## src/rtl/lpb_pkg.sv

```systemverilog
// package: register map, field layouts and level presets of the parallel bus decoder
`default_nettype none
package lpb_pkg;
	localparam int NumIn    = 16;            // logic inputs, two pods of eight
	localparam int LvlW     = 11;            // signed level code, 10 mV per step
	localparam int SrcW     = 4;             // input selector width
	localparam int CntW     = 16;            // trigger width/timeout counter
	localparam int LblWords = 2 * NumIn;     // two words of label per input
	// register byte offsets
	localparam logic [7:0] ADDR_CTRL    = 8'h00;
	localparam logic [7:0] ADDR_SRC_LO  = 8'h04;
	localparam logic [7:0] ADDR_SRC_HI  = 8'h08;
	localparam logic [7:0] ADDR_SEL     = 8'h0c;
	localparam logic [7:0] ADDR_THR     = 8'h10;  // four words, one per nibble
	localparam logic [7:0] ADDR_TRIG    = 8'h20;
	localparam logic [7:0] ADDR_PAT     = 8'h24;
	localparam logic [7:0] ADDR_TLIM    = 8'h28;
	localparam logic [7:0] ADDR_STAT    = 8'h2c;
	localparam logic [7:0] ADDR_WORD    = 8'h30;
	localparam logic [7:0] ADDR_TIME    = 8'h34;
	localparam logic [7:0] ADDR_LBL     = 8'h40;
	localparam logic [7:0] ADDR_LBL_END = 8'hbc;
	// field positions
	localparam int STAT_AVAIL = 16;
	localparam int STAT_TRIG  = 17;
	localparam int STAT_OVF   = 18;
	localparam int SEL_CLK    = 0;
	localparam int SEL_CS     = 4;
	// levels in 10 mV steps
	localparam logic [LvlW-1:0] LVL_TTL  = 11'h08c;  // 1.4 V
	localparam logic [LvlW-1:0] LVL_CMOS = 11'h0fa;  // 2.5 V
	localparam logic [LvlW-1:0] LVL_ECL  = 11'h77e;  // -1.3 V
	localparam logic [LvlW-1:0] LVL_MIN  = 11'h738;  // -2 V
	localparam logic [LvlW-1:0] LVL_MAX  = 11'h320;  // +8 V
	localparam logic [7:0] CHAR_MIN  = 8'h20;
	localparam logic [7:0] CHAR_MAX  = 8'h7e;
	localparam logic [4:0] WIDTH_MAX = 5'h10;
	localparam logic [31:0] CTRL_RST = 32'h0000_1060;  // both pods on, 16 bits
	localparam logic [31:0] THR_RST  = 32'h0005_0000;  // TTL, hysteresis 50 mV
	typedef enum logic [1:0] {SLOPE_RISE, SLOPE_FALL, SLOPE_BOTH, SLOPE_RSV} slope_t;
	typedef enum logic [1:0] {TECH_TTL, TECH_CMOS, TECH_ECL, TECH_USER} tech_t;
	typedef enum logic [1:0] {TRIG_EDGE, TRIG_WIDTH, TRIG_PATTERN, TRIG_TIMEOUT} trig_kind_t;
	typedef struct packed {
		logic [13:0] rsv2;
		logic        couple;
		logic        defOrder;
		logic [2:0]  rsv1;
		logic [4:0]  width;
		logic        rsv0;
		logic        pod1;
		logic        pod0;
		slope_t      slope;
		logic        csPol;
		logic        csEn;
		logic        clocked;
	} ctrl_t;
	typedef struct packed {
		logic [7:0]      rsv2;
		logic [7:0]      hyst;
		logic [1:0]      rsv1;
		tech_t           tech;
		logic            rsv0;
		logic [LvlW-1:0] user;
	} thr_t;
	typedef struct packed {
		logic [24:0] rsv;
		logic        rising;
		trig_kind_t  kind;
		logic [3:0]  src;
	} trig_t;
endpackage : lpb_pkg
`default_nettype wire

```

## src/rtl/logic_parallel_bus_decoder.sv

```systemverilog
// parallel bus decoder: thresholds, bit mapping, clocked capture, trigger, APB registers
// How it works
// - bus width one to sixteen bits
// - each bus bit selects any input
// - clocked mode adds clock and select inputs
// - default order maps bit n to input n
// - select line use can be switched off
// - select line active high or low
// - sample on rise, fall or both edges
// - each qualifying clock edge starts a word
// - one threshold per four-input group
// - couple copies group zero to all groups
// - user threshold -2 V to +8 V, 10 mV
// - presets 1.4 V, 2.5 V, -1.3 V or user
// - hysteresis band stops noise toggling states
// - each eight-input pod enabled separately
// - trigger uses the input threshold level
// - edge, width, pattern and timeout triggers
// - record word with its start time
// - labels of eight permitted characters
// - sixteen inputs as two pods of eight
`default_nettype none
module logic_parallel_bus_decoder
	import lpb_pkg::*;
#(
	parameter int TimeW = 32  // timestamp width
) (
	input  wire logic                         clk,
	input  wire logic                         sys_rst,
	input  wire logic [NumIn-1:0][LvlW-1:0]   probeLevel,  // per-input level codes
	input  wire logic                         psel,
	input  wire logic                         penable,
	input  wire logic                         pwrite,
	input  wire logic [7:0]                   paddr,
	input  wire logic [31:0]                  pwdata,
	output logic      [31:0]                  prdata,
	output logic                              pready,
	output logic                              pslverr,
	output logic      [NumIn-1:0]             logicState,
	output logic                              wordValid,
	output logic      [NumIn-1:0]             wordData,
	output logic      [TimeW-1:0]             wordTime,
	output logic                              trigPulse
);
	// threshold of one group, preset or user value
	function automatic logic [LvlW-1:0] thrLevel(input thr_t t);
		unique case (t.tech)
			TECH_TTL:  thrLevel = LVL_TTL;
			TECH_CMOS: thrLevel = LVL_CMOS;
			TECH_ECL:  thrLevel = LVL_ECL;
			TECH_USER: thrLevel = t.user;
		endcase
	endfunction : thrLevel

	// keep a user level inside the accepted span
	function automatic logic [LvlW-1:0] clampLvl(input logic [LvlW-1:0] v);
		if ($signed(v) < $signed(LVL_MIN))
			clampLvl = LVL_MIN;
		else if ($signed(v) > $signed(LVL_MAX))
			clampLvl = LVL_MAX;
		else
			clampLvl = v;
	endfunction : clampLvl

	// every byte is printable or zero, in any position
	function automatic logic charsOk(input logic [31:0] w);
		logic [7:0] c;
		charsOk = 1'b1;
		for (int k = 0; k < 4; k++) begin
			c = w[8*k +: 8];
			if (c != 8'h00 && (c < CHAR_MIN || c > CHAR_MAX))
				charsOk = 1'b0;
		end
	endfunction : charsOk

	// address lies in the label window
	function automatic logic isLbl(input logic [7:0] a);
		isLbl = (a >= ADDR_LBL) && (a <= ADDR_LBL_END);
	endfunction : isLbl

	logic [NumIn-1:0]           stateReg, stateNext;      // detected logic levels
	ctrl_t                      ctrlReg, ctrlNext;        // mode and pod control
	logic [NumIn-1:0][SrcW-1:0] srcReg, srcNext;          // bit to input map
	logic [SrcW-1:0]            clkSelReg, clkSelNext;    // clock input
	logic [SrcW-1:0]            csSelReg, csSelNext;      // select input
	thr_t [3:0]                 thrReg, thrNext;          // nibble thresholds
	trig_t                      trigReg, trigNext;
	logic [31:0]                patReg, patNext;          // mask high, value low
	logic [CntW-1:0]            tlimReg, tlimNext;        // width/timeout limit
	logic [31:0]                lblReg [LblWords];        // channel labels
	logic [31:0]                lblNext [LblWords];
	logic [31:0]                prdataReg, prdataNext;
	logic                       preadyReg, preadyNext;
	logic                       errReg, errNext;
	logic [NumIn-1:0]           busWord, lastWordReg;
	logic                       clkPrevReg, trigPrevReg, matchPrevReg;
	logic [CntW-1:0]            cntReg, cntNext;
	logic [TimeW-1:0]           timeReg;                  // free running time base
	logic                       availReg, availNext;      // unread word sticky
	logic                       ovfReg, ovfNext;          // word lost sticky
	logic                       trigSeenReg, trigSeenNext;
	logic                       wordValidReg, trigPulseReg, fire, take, match;
	logic [NumIn-1:0]           wordDataReg;
	logic [TimeW-1:0]           wordTimeReg;
	logic                       wrEn, rdEn, popWord;
	logic [4:0]                 lblIdx;

	assign prdata     = prdataReg;
	assign pready     = preadyReg;
	assign pslverr    = errReg;
	assign logicState = stateReg;
	assign wordValid  = wordValidReg;
	assign wordData   = wordDataReg;
	assign wordTime   = wordTimeReg;
	assign trigPulse  = trigPulseReg;

	// a write or read lands only at the completing access edge
	assign wrEn    = psel & penable & preadyReg & pwrite & ~errReg;
	assign rdEn    = psel & penable & preadyReg & ~pwrite & ~errReg;
	assign popWord = rdEn && paddr == ADDR_WORD;
	assign lblIdx  = 5'((paddr - ADDR_LBL) >> 2);

	// comparators with hysteresis; the level codes arrive in the clk domain
	always_comb begin
		logic signed [12:0] th, hy, lv;
		th = '0;
		hy = '0;
		lv = '0;
		stateNext = stateReg;
		for (int i = 0; i < NumIn; i++) begin
			th = 13'($signed(thrLevel(thrReg[i/4])));
			hy = 13'($signed({1'b0, thrReg[i/4].hyst}));
			lv = 13'($signed(probeLevel[i]));
			// inside the band the old state holds
			if (lv >= th + hy)
				stateNext[i] = 1'b1;
			else if (lv < th - hy)
				stateNext[i] = 1'b0;
			// a pod that is off reads low
			if (!(i < 8 ? ctrlReg.pod0 : ctrlReg.pod1))
				stateNext[i] = 1'b0;
		end
	end

	always_ff @(posedge clk or posedge sys_rst) begin
		if (sys_rst)
			stateReg <= '0;
		else
			stateReg <= stateNext;
	end

	// bus assembly from the bit map, bits above width read zero
	always_comb begin
		for (int b = 0; b < NumIn; b++)
			busWord[b] = (b < ctrlReg.width) && stateReg[srcReg[b]];
	end

	// frame detection, capture and trigger
	always_comb begin
		logic clkNow, rise, fall, edgeHit, csActive, tNow, tEdge;
		clkNow   = stateReg[clkSelReg];
		rise     = clkNow & ~clkPrevReg;
		fall     = ~clkNow & clkPrevReg;
		unique case (ctrlReg.slope)
			SLOPE_RISE: edgeHit = rise;
			SLOPE_FALL: edgeHit = fall;
			SLOPE_BOTH: edgeHit = rise | fall;
			default:    edgeHit = 1'b0;
		endcase
		csActive = stateReg[csSelReg] == ctrlReg.csPol;
		// data is taken from the same sampled cycle as the clock edge
		if (ctrlReg.clocked)
			take = edgeHit & (~ctrlReg.csEn | csActive);
		else
			take = busWord != lastWordReg;
		// the word is read in the same cycle a new one lands: keep it set
		availNext = take | (availReg & ~popWord);
		ovfNext   = (take & availReg & ~popWord) | (ovfReg & ~(wrEn && paddr == ADDR_STAT && pwdata[STAT_OVF]));
		// trigger works on the thresholded state
		tNow  = stateReg[trigReg.src];
		tEdge = tNow ^ trigPrevReg;
		match = ((stateReg ^ patReg[15:0]) & patReg[31:16] & {{8{ctrlReg.pod1}}, {8{ctrlReg.pod0}}}) == '0;
		cntNext = cntReg;
		fire    = 1'b0;
		unique case (trigReg.kind)
			TRIG_EDGE: begin
				fire = tEdge & (tNow == trigReg.rising);
			end
			TRIG_WIDTH: begin
				// pulse at the chosen level at least the limit long
				cntNext = (tNow == trigReg.rising) ? ((&cntReg) ? cntReg : cntReg + 1'b1) : '0;
				fire    = tEdge & (tNow != trigReg.rising) & (cntReg >= tlimReg);
			end
			TRIG_PATTERN: begin
				fire = match & ~matchPrevReg;
			end
			TRIG_TIMEOUT: begin
				// no edge for the limit count fires once
				cntNext = tEdge ? '0 : ((cntReg == tlimReg) ? cntReg : cntReg + 1'b1);
				fire    = (cntReg != tlimReg) & (cntNext == tlimReg);
			end
		endcase
		trigSeenNext = fire | (trigSeenReg & ~(wrEn && paddr == ADDR_STAT && pwdata[STAT_TRIG]));
	end

	always_ff @(posedge clk or posedge sys_rst) begin
		if (sys_rst) begin
			clkPrevReg   <= 1'b0;
			trigPrevReg  <= 1'b0;
			matchPrevReg <= 1'b0;
			lastWordReg  <= '0;
			cntReg       <= '0;
			timeReg      <= '0;
			availReg     <= 1'b0;
			ovfReg       <= 1'b0;
			trigSeenReg  <= 1'b0;
			wordValidReg <= 1'b0;
			trigPulseReg <= 1'b0;
			wordDataReg  <= '0;
			wordTimeReg  <= '0;
		end else begin
			clkPrevReg   <= stateReg[clkSelReg];
			trigPrevReg  <= stateReg[trigReg.src];
			matchPrevReg <= match;
			lastWordReg  <= busWord;
			cntReg       <= cntNext;
			timeReg      <= timeReg + 1'b1;
			availReg     <= availNext;
			ovfReg       <= ovfNext;
			trigSeenReg  <= trigSeenNext;
			wordValidReg <= take;
			trigPulseReg <= fire;
			if (take) begin
				wordDataReg <= busWord;
				wordTimeReg <= timeReg;
			end
		end
	end

	// apb slave: answer registered in setup, one access cycle, no waits
	always_comb begin
		ctrl_t wc;
		thr_t  wt;
		logic  hit;
		wc         = ctrl_t'(pwdata);
		wt         = thr_t'(pwdata);
		hit        = 1'b1;
		ctrlNext   = ctrlReg;
		srcNext    = srcReg;
		clkSelNext = clkSelReg;
		csSelNext  = csSelReg;
		thrNext    = thrReg;
		trigNext   = trigReg;
		patNext    = patReg;
		tlimNext   = tlimReg;
		lblNext    = lblReg;
		prdataNext = '0;
		// read mux, also flags unmapped addresses
		if (paddr == ADDR_CTRL)
			prdataNext = 32'(ctrlReg);
		else if (paddr == ADDR_SRC_LO)
			prdataNext = 32'(srcReg[7:0]);
		else if (paddr == ADDR_SRC_HI)
			prdataNext = 32'(srcReg[15:8]);
		else if (paddr == ADDR_SEL)
			prdataNext = 32'({csSelReg, clkSelReg});
		else if (paddr[7:4] == ADDR_THR[7:4])
			prdataNext = 32'(thrReg[paddr[3:2]]);
		else if (paddr == ADDR_TRIG)
			prdataNext = 32'(trigReg);
		else if (paddr == ADDR_PAT)
			prdataNext = patReg;
		else if (paddr == ADDR_TLIM)
			prdataNext = 32'(tlimReg);
		else if (paddr == ADDR_STAT)
			prdataNext = {13'h0000, ovfReg, trigSeenReg, availReg, stateReg};
		else if (paddr == ADDR_WORD)
			prdataNext = 32'(wordDataReg);
		else if (paddr == ADDR_TIME)
			prdataNext = 32'(wordTimeReg);
		else if (isLbl(paddr))
			prdataNext = lblReg[lblIdx];
		else
			hit = 1'b0;
		preadyNext = psel & ~penable;
		// refuse unmapped, misaligned and bad label text
		errNext    = preadyNext & (~hit | (paddr[1:0] != 2'h0) | (pwrite & isLbl(paddr) & ~charsOk(pwdata)));
		if (!preadyNext || pwrite)
			prdataNext = '0;
		if (wrEn) begin
			if (paddr == ADDR_CTRL) begin
				ctrlNext          = wc;
				ctrlNext.rsv0     = 1'b0;
				ctrlNext.rsv1     = '0;
				ctrlNext.rsv2     = '0;
				ctrlNext.defOrder = 1'b0;
				ctrlNext.couple   = 1'b0;
				// width held to one through sixteen
				if (wc.width == 5'h00)
					ctrlNext.width = 5'h01;
				else if (wc.width > WIDTH_MAX)
					ctrlNext.width = WIDTH_MAX;
				if (wc.defOrder) begin
					for (int n = 0; n < NumIn; n++)
						srcNext[n] = SrcW'(n);
				end
				if (wc.couple) begin
					for (int g = 1; g < 4; g++)
						thrNext[g] = thrReg[0];
				end
			end else if (paddr == ADDR_SRC_LO)
				srcNext[7:0] = pwdata;
			else if (paddr == ADDR_SRC_HI)
				srcNext[15:8] = pwdata;
			else if (paddr == ADDR_SEL) begin
				clkSelNext = pwdata[SEL_CLK +: SrcW];
				csSelNext  = pwdata[SEL_CS +: SrcW];
			end else if (paddr[7:4] == ADDR_THR[7:4]) begin
				wt.rsv0 = 1'b0;
				wt.rsv1 = '0;
				wt.rsv2 = '0;
				wt.user = clampLvl(wt.user);
				thrNext[paddr[3:2]] = wt;
			end else if (paddr == ADDR_TRIG) begin
				trigNext     = trigger_clean(pwdata);
			end else if (paddr == ADDR_PAT)
				patNext = pwdata;
			else if (paddr == ADDR_TLIM)
				tlimNext = pwdata[CntW-1:0];
			else if (isLbl(paddr))
				lblNext[lblIdx] = pwdata;
		end
	end

	// trigger word with reserved bits dropped
	function automatic trig_t trigger_clean(input logic [31:0] w);
		trigger_clean     = trig_t'(w);
		trigger_clean.rsv = '0;
	endfunction : trigger_clean

	always_ff @(posedge clk or posedge sys_rst) begin
		if (sys_rst) begin
			ctrlReg   <= ctrl_t'(CTRL_RST);
			for (int n = 0; n < NumIn; n++)
				srcReg[n] <= SrcW'(n);
			clkSelReg <= '0;
			csSelReg  <= '0;
			for (int g = 0; g < 4; g++)
				thrReg[g] <= thr_t'(THR_RST);
			trigReg   <= '0;
			patReg    <= '0;
			tlimReg   <= '0;
			for (int k = 0; k < LblWords; k++)
				lblReg[k] <= '0;
			prdataReg <= '0;
			preadyReg <= 1'b0;
			errReg    <= 1'b0;
		end else begin
			ctrlReg   <= ctrlNext;
			srcReg    <= srcNext;
			clkSelReg <= clkSelNext;
			csSelReg  <= csSelNext;
			thrReg    <= thrNext;
			trigReg   <= trigNext;
			patReg    <= patNext;
			tlimReg   <= tlimNext;
			lblReg    <= lblNext;
			prdataReg <= prdataNext;
			preadyReg <= preadyNext;
			errReg    <= errNext;
		end
	end
endmodule : logic_parallel_bus_decoder
`default_nettype wire

```

## config.mk

```make
export PLATFORM = sky130hd
export DESIGN_NAME = logic_parallel_bus_decoder
export DESIGN_NICKNAME = d
export VERILOG_FILES = /design/src/rtl/lpb_pkg.sv /design/src/rtl/logic_parallel_bus_decoder.sv
export SDC_FILE = /design/constraint.sdc
export NUM_CORES = 2
export LEC_CHECK = 0
export BUFFER_PORTS_ARGS = -buffer_cell sky130_fd_sc_hd__buf_4
export CORE_AREA = 3 3 485 487
export DETAILED_ROUTE_END_ITERATION = 6
export DIE_AREA = 0 0 488 490
export PLACE_DENSITY = 0.57
export SYNTH_ARGS = -nofsm -noshare
export SYNTH_HDL_FRONTEND = slang
export SYNTH_SLANG_ARGS = --single-unit
```

## constraint.sdc

```tcl
create_clock -name clk -period 47.7 [get_ports clk]
set_input_delay 0 -clock clk [delete_from_list [all_inputs] [get_ports clk]]
set_output_delay 0 -clock clk [all_outputs]
set_load 0.05 [all_outputs]
```

==> impl_results.html <==
<table>
<tr><th>Metric</th><th>Value</th></tr>
<tr><th colspan="2">Drt</th></tr>
<tr><td>First-iteration detailed-routing DRC count</td><td>just over 5,000</td></tr>
<tr><td>Per-cell via count in the routed design</td><td>approximately 5.7</td></tr>
<tr><td>Vias post-DR</td><td>around 56,000</td></tr>
<tr><td>Pre-Repair DR Iteration Count</td><td>6</td></tr>
<tr><td>Routed wire length per instance</td><td>around 28 um</td></tr>
<tr><td>Total DRC errors in the routed layout</td><td>0</td></tr>
<tr><td>Antenna Nets Post-Route</td><td>0</td></tr>
<tr><td>Final WL</td><td>271,000 um</td></tr>
<tr><th colspan="2">Critical path</th></tr>
<tr><td>Arrival time reported for the critical path endpoint</td><td>~7 ns</td></tr>
<tr><td>R2R depth</td><td>22</td></tr>
<tr><td>Most frequent CP cell</td><td>nor2_1</td></tr>
<tr><td>Start of the worst register-to-register path</td><td>thrReg[13]</td></tr>
<tr><td>Cell Chain, Critical Path</td><td>nand2_1 -&gt; o21ai_0 -&gt; inv_1 -&gt; ha_1 -&gt; nor2b_1 -&gt; o21bai_1 -&gt; a21oi_1 -&gt; nor2_1 -&gt; nor2_1 -&gt; nor2_1 -&gt; xnor2_1 -&gt; ha_1 -&gt; a21oi_1 -&gt; o31ai_1 -&gt; maj3_1 -&gt; a31o_2 -&gt; maj3_1 -&gt; dlygate4sd3_1 -&gt; nor3_1 -&gt; dlygate4sd3_1 -&gt; nor2_1 -&gt; dlygate4sd3_1</td></tr>
<tr><td>Worst path slowest cell</td><td>dfrtp_1</td></tr>
<tr><td>Category of the worst setup path launch point</td><td>flop</td></tr>
<tr><td>Startpoint-to-endpoint class of the critical path</td><td>flop to flop</td></tr>
<tr><td>Crit path from</td><td>thrReg[13]</td></tr>
<tr><td>Crit end category</td><td>flop</td></tr>
<tr><td>Worst R2R Setup Slack</td><td>around 41 ns</td></tr>
<tr><td>Critical path data required time</td><td>around 48 ns</td></tr>
<tr><td>RR Endpoint</td><td>logicState[2]</td></tr>
<tr><td>CP Max Fanout</td><td>15</td></tr>
<tr><td>CP endpoint</td><td>logicState[2]</td></tr>
<tr><td>Delay of the slowest critical-path stage</td><td>~0.76 ns</td></tr>
<tr><th colspan="2">Clock network</th></tr>
<tr><td>Number of sinks handled by clock tree synthesis</td><td>around 1,400</td></tr>
<tr><td>Post-CTS setup-driven buffer insertion count</td><td>0</td></tr>
<tr><td>H-tree lvl count</td><td>4</td></tr>
<tr><td>Buffer depth of the longest clock path</td><td>3</td></tr>
<tr><td>Clock transition at the registers of the reported paths</td><td>0.06 ns</td></tr>
<tr><td>Clock root buffer</td><td>clkbuf_16</td></tr>
<tr><td>TritonCTS clock tree</td><td>yes</td></tr>
<tr><td>Number of clock buffers inserted by TritonCTS</td><td>between 150 and 200</td></tr>
<tr><td>Skew-Pair Late Insertion Delay</td><td>just over 0.8 ns</td></tr>
<tr><th colspan="2">Final layout</th></tr>
<tr><td>Number of nets in the layout</td><td>between 7,000 and 8,000</td></tr>
<tr><td>Combined flip-flop and latch cell area</td><td>35,500 um^2</td></tr>
<tr><td>Combined area of the multi-input logic cells</td><td>40,500 um^2</td></tr>
<tr><td>Final core utilization</td><td>about two fifths</td></tr>
<tr><td>Area added between synthesis and finish</td><td>14.7%</td></tr>
<tr><td>Share of post-route cells with drive strength above 1</td><td>roughly 34%</td></tr>
<tr><td>Post-route standard cell area excluding fillers</td><td>approximately 90,000 um^2</td></tr>
<tr><td>Layout fillers</td><td>22,000</td></tr>
<tr><th colspan="2">Timing</th></tr>
<tr><td>Worst-margin pin slew</td><td>1.24 ns</td></tr>
<tr><td>Achievable clock frequency</td><td>around 0.16 GHz</td></tr>
<tr><td>Setup skew after layout</td><td>~0.058 ns</td></tr>
<tr><td>Number of hold violations in the final report</td><td>0</td></tr>
<tr><td>Count of endpoints failing setup in the final report</td><td>0</td></tr>
<tr><td>Minimum period implied by the final worst setup slack</td><td>about 6.4 ns</td></tr>
<tr><td>Final worst hold slack</td><td>between 0.07 and 0.08 ns</td></tr>
<tr><td>Relative slew slack</td><td>about 16%</td></tr>
<tr><td>Final critical-path setup slack</td><td>41.27 ns</td></tr>
<tr><td>Part of the cycle the worst path needs</td><td>a little over an eighth</td></tr>
<tr><td>Unrepaired setup endpoints after global routing</td><td>no</td></tr>
<tr><td>Max Transition Viols Final</td><td>0</td></tr>
<tr><td>Sum of negative setup slack</td><td>0 ns</td></tr>
<tr><th colspan="2">GRT</th></tr>
<tr><td>Met1 track demand over resource in global routing</td><td>between 20 and 30%</td></tr>
<tr><td>GR Layer Usage met3</td><td>~4.8%</td></tr>
<tr><td>GR Layer Usage met2</td><td>a little over a third</td></tr>
<tr><td>Via count of the first global-routing pass</td><td>between 50,000 and 60,000</td></tr>
<tr><td>Number of antenna violations at the first check in global routing</td><td>25</td></tr>
<tr><td>First-pass GRT wire length</td><td>slightly below 400,000 um</td></tr>
<tr><td>Maximum number of pins on one net before global-route repair</td><td>182</td></tr>
<tr><td>All-Layer GR Usage</td><td>22.3%</td></tr>
<tr><td>Total grt overflow</td><td>0</td></tr>
<tr><td>Most crowded layer after global routing</td><td>met2</td></tr>
<tr><th colspan="2">Floorplan</th></tr>
<tr><td>Area inside the core boundary</td><td>roughly 230,000 um^2</td></tr>
<tr><td>Die outline width</td><td>between 400 and 500 um</td></tr>
<tr><td>Die height</td><td>slightly below 500 um</td></tr>
<tr><td>I/O pin cnt</td><td>321</td></tr>
<tr><td>Area of the die</td><td>239,000 um^2</td></tr>
<tr><td>Initial standard-cell utilization of the core</td><td>33.8%</td></tr>
<tr><td>Rows</td><td>~180</td></tr>
<tr><th colspan="2">Synthesis</th></tr>
<tr><td>Synth async-reset ratio</td><td>100%</td></tr>
<tr><td>Yosys top cell by area</td><td>dfrtp_1</td></tr>
<tr><td>Number of storage elements in the synthesis netlist</td><td>between 1,000 and 1,500</td></tr>
<tr><td>Post-synth top cells</td><td>1,374 x dfrtp_1, 1,093 x mux2_2, 392 x ha_1</td></tr>
<tr><td>Mean instance size in the synthesized netlist</td><td>between 10 and 15 um^2</td></tr>
<tr><td>Warnings, synthesis</td><td>0</td></tr>
<tr><td>Number of library cell types mapped by synthesis</td><td>a little over 90</td></tr>
<tr><td>Seq/Total Area, Yosys</td><td>between 40 and 50%</td></tr>
<tr><td>Top FF cell, synth</td><td>dfrtp_1</td></tr>
<tr><td>Synthesized instance count</td><td>about 6,400</td></tr>
<tr><td>Synthesized cell area</td><td>about 78,000 um^2</td></tr>
<tr><td>Fraction of post-synthesis cell area in the top cell type by area</td><td>between 40 and 50%</td></tr>
<tr><td>Synth top area cells</td><td>dfrtp_1 44%, mux2_2 16%, mux4_2 9.7%, ha_1 6.3%, clkbuf_1 1.9%</td></tr>
<tr><td>EDFF count, synth</td><td>0</td></tr>
<tr><td>Nets in the synthesized netlist</td><td>around 7,000</td></tr>
<tr><td>Most frequently used cell type in the post-synthesis netlist</td><td>dfrtp_1</td></tr>
<tr><th colspan="2">Placement</th></tr>
<tr><td>Total placed instance area</td><td>around 84,000 um^2</td></tr>
<tr><td>DP HPWL</td><td>180,000 um</td></tr>
<tr><td>RD Place Congestion</td><td>0.914</td></tr>
<tr><td>Port Buffers</td><td>320</td></tr>
<tr><td>Worst setup slack before clock tree synthesis</td><td>42.44 ns</td></tr>
<tr><th colspan="2">Job</th></tr>
<tr><td>Count of max-cap constraint violations</td><td>0</td></tr>
<tr><th colspan="2">Worst hold path</th></tr>
<tr><td>Type of the tightest min-delay check</td><td>primary input to flop</td></tr>
<tr><td>Launch instance of the worst min-delay path</td><td>paddr[3]</td></tr>
<tr><th colspan="2">Power</th></tr>
<tr><td>VDD IR-drop max</td><td>roughly 0.000026 V</td></tr>
<tr><td>Power Dens Cells</td><td>around 33 nW/um^2</td></tr>
<tr><td>Cell leakage power</td><td>41.5 nW</td></tr>
<tr><th colspan="2">Outcome</th></tr>
<tr><td>Status</td><td>complete, no violations</td></tr>
</table>
[sequential cells by signal, indices dropped and copies added (netlist names), 32 cells and up]
| signal | count |
|---|---|
| prdata | 32 |
| srcReg | 64 |
| thrReg | 84 |
| patReg | 32 |
| timeReg | 32 |
| lblReg | 1024 |
| wordTime | 32 |
[area by class of cell]
cell class              instances  area share, %
multi-input cells            4279           45.0
flip-flops and latches       1417           39.5
clock buffers                 246           5.27
repair buffers                531           4.72
well taps                    3043           4.23
inverters                     164          0.693
clock inverters                45          0.568
diodes                         12         0.0334
[worst max-delay path: cells and delay by family, from the launching register on]
kind                       cells  cell delay (ns)
buffers and inverters          4             1.84
adders and majority gates      4             1.37
AOI/OAI and AO/OA              6             1.21
DFF                            1             0.76
and+or+nand+nor                7             0.76
xor gates and xnor gates       1             0.36
[per-stage QoR]
stage,power (mW),cells
floorplan,1.58,6371
global placement,1.74,9347
detailed placement,1.75,9347
CTS,3.00,9725
global route,3.10,9729
finish,2.98,9737
[logic make-up (layout without fill, tap and decap cells)]
kind of cell	Yosys count	in the layout	share of synthesized area [%]
muxes	1541	1541	27.1
DFF	1417	1417	45.3
AOI/OAI and AO/OA	1142	1142	9.49
and+or+nand+nor	1029	1029	6.20
buffers and inverters	675	986	3.50
adders and majority gates	427	427	6.81
xor gates and xnor gates	140	140	1.59
other	0	12	0
[layer usage]
| layer | vias to the layer above | routed length, um |
|---|---|---|
| met2 | 2169 | 125000 |
| met4 | 10 | 12100 |
| met5 | - | 77 |
| met1 | 29100 | 115000 |
| met3 | 573 | 19600 |
| li1 | 24000 | - |
[worst min path at each step]
stage	to	slack [ns]	cells past startpoint
finish	prdata[2]	0.07	5
CTS	prdata[6]	0.02	5
floorplan	pready	0.06	1
detailed placement	lblReg[730]	0.17	2
global placement	lblReg[762]	0.16	2
global route	thrReg[16]	0.05	6
[report_power, final]
group / leakage [nW] / switching, mW / internal, mW
Clock: 2.58 / 0.525 / 0.711
Sequential: 19.4 / 0.0278 / 1.23
Combinational: 19.6 / 0.306 / 0.184
Total: 41.5 / 0.859 / 2.12
[cells in the final DEF (no fill, tap or decap), types with 163 or more instances in the layout]
cell type	instances
inv_1	163
mux4_2	337
buf_4	440
a21oi_1	238
nand2_1	337
mux2_2	1093
dfrtp_1	1374
o21ai_0	226
ha_1	392
nor2_1	239
[what timing repair did]
action / CTS / global route
hold buffers: 87 / 0
resized for setup: 0 / 0
hold endpoints to repair: 1244 / 0
Note: power is estimated with default switching activity, not from simulation.
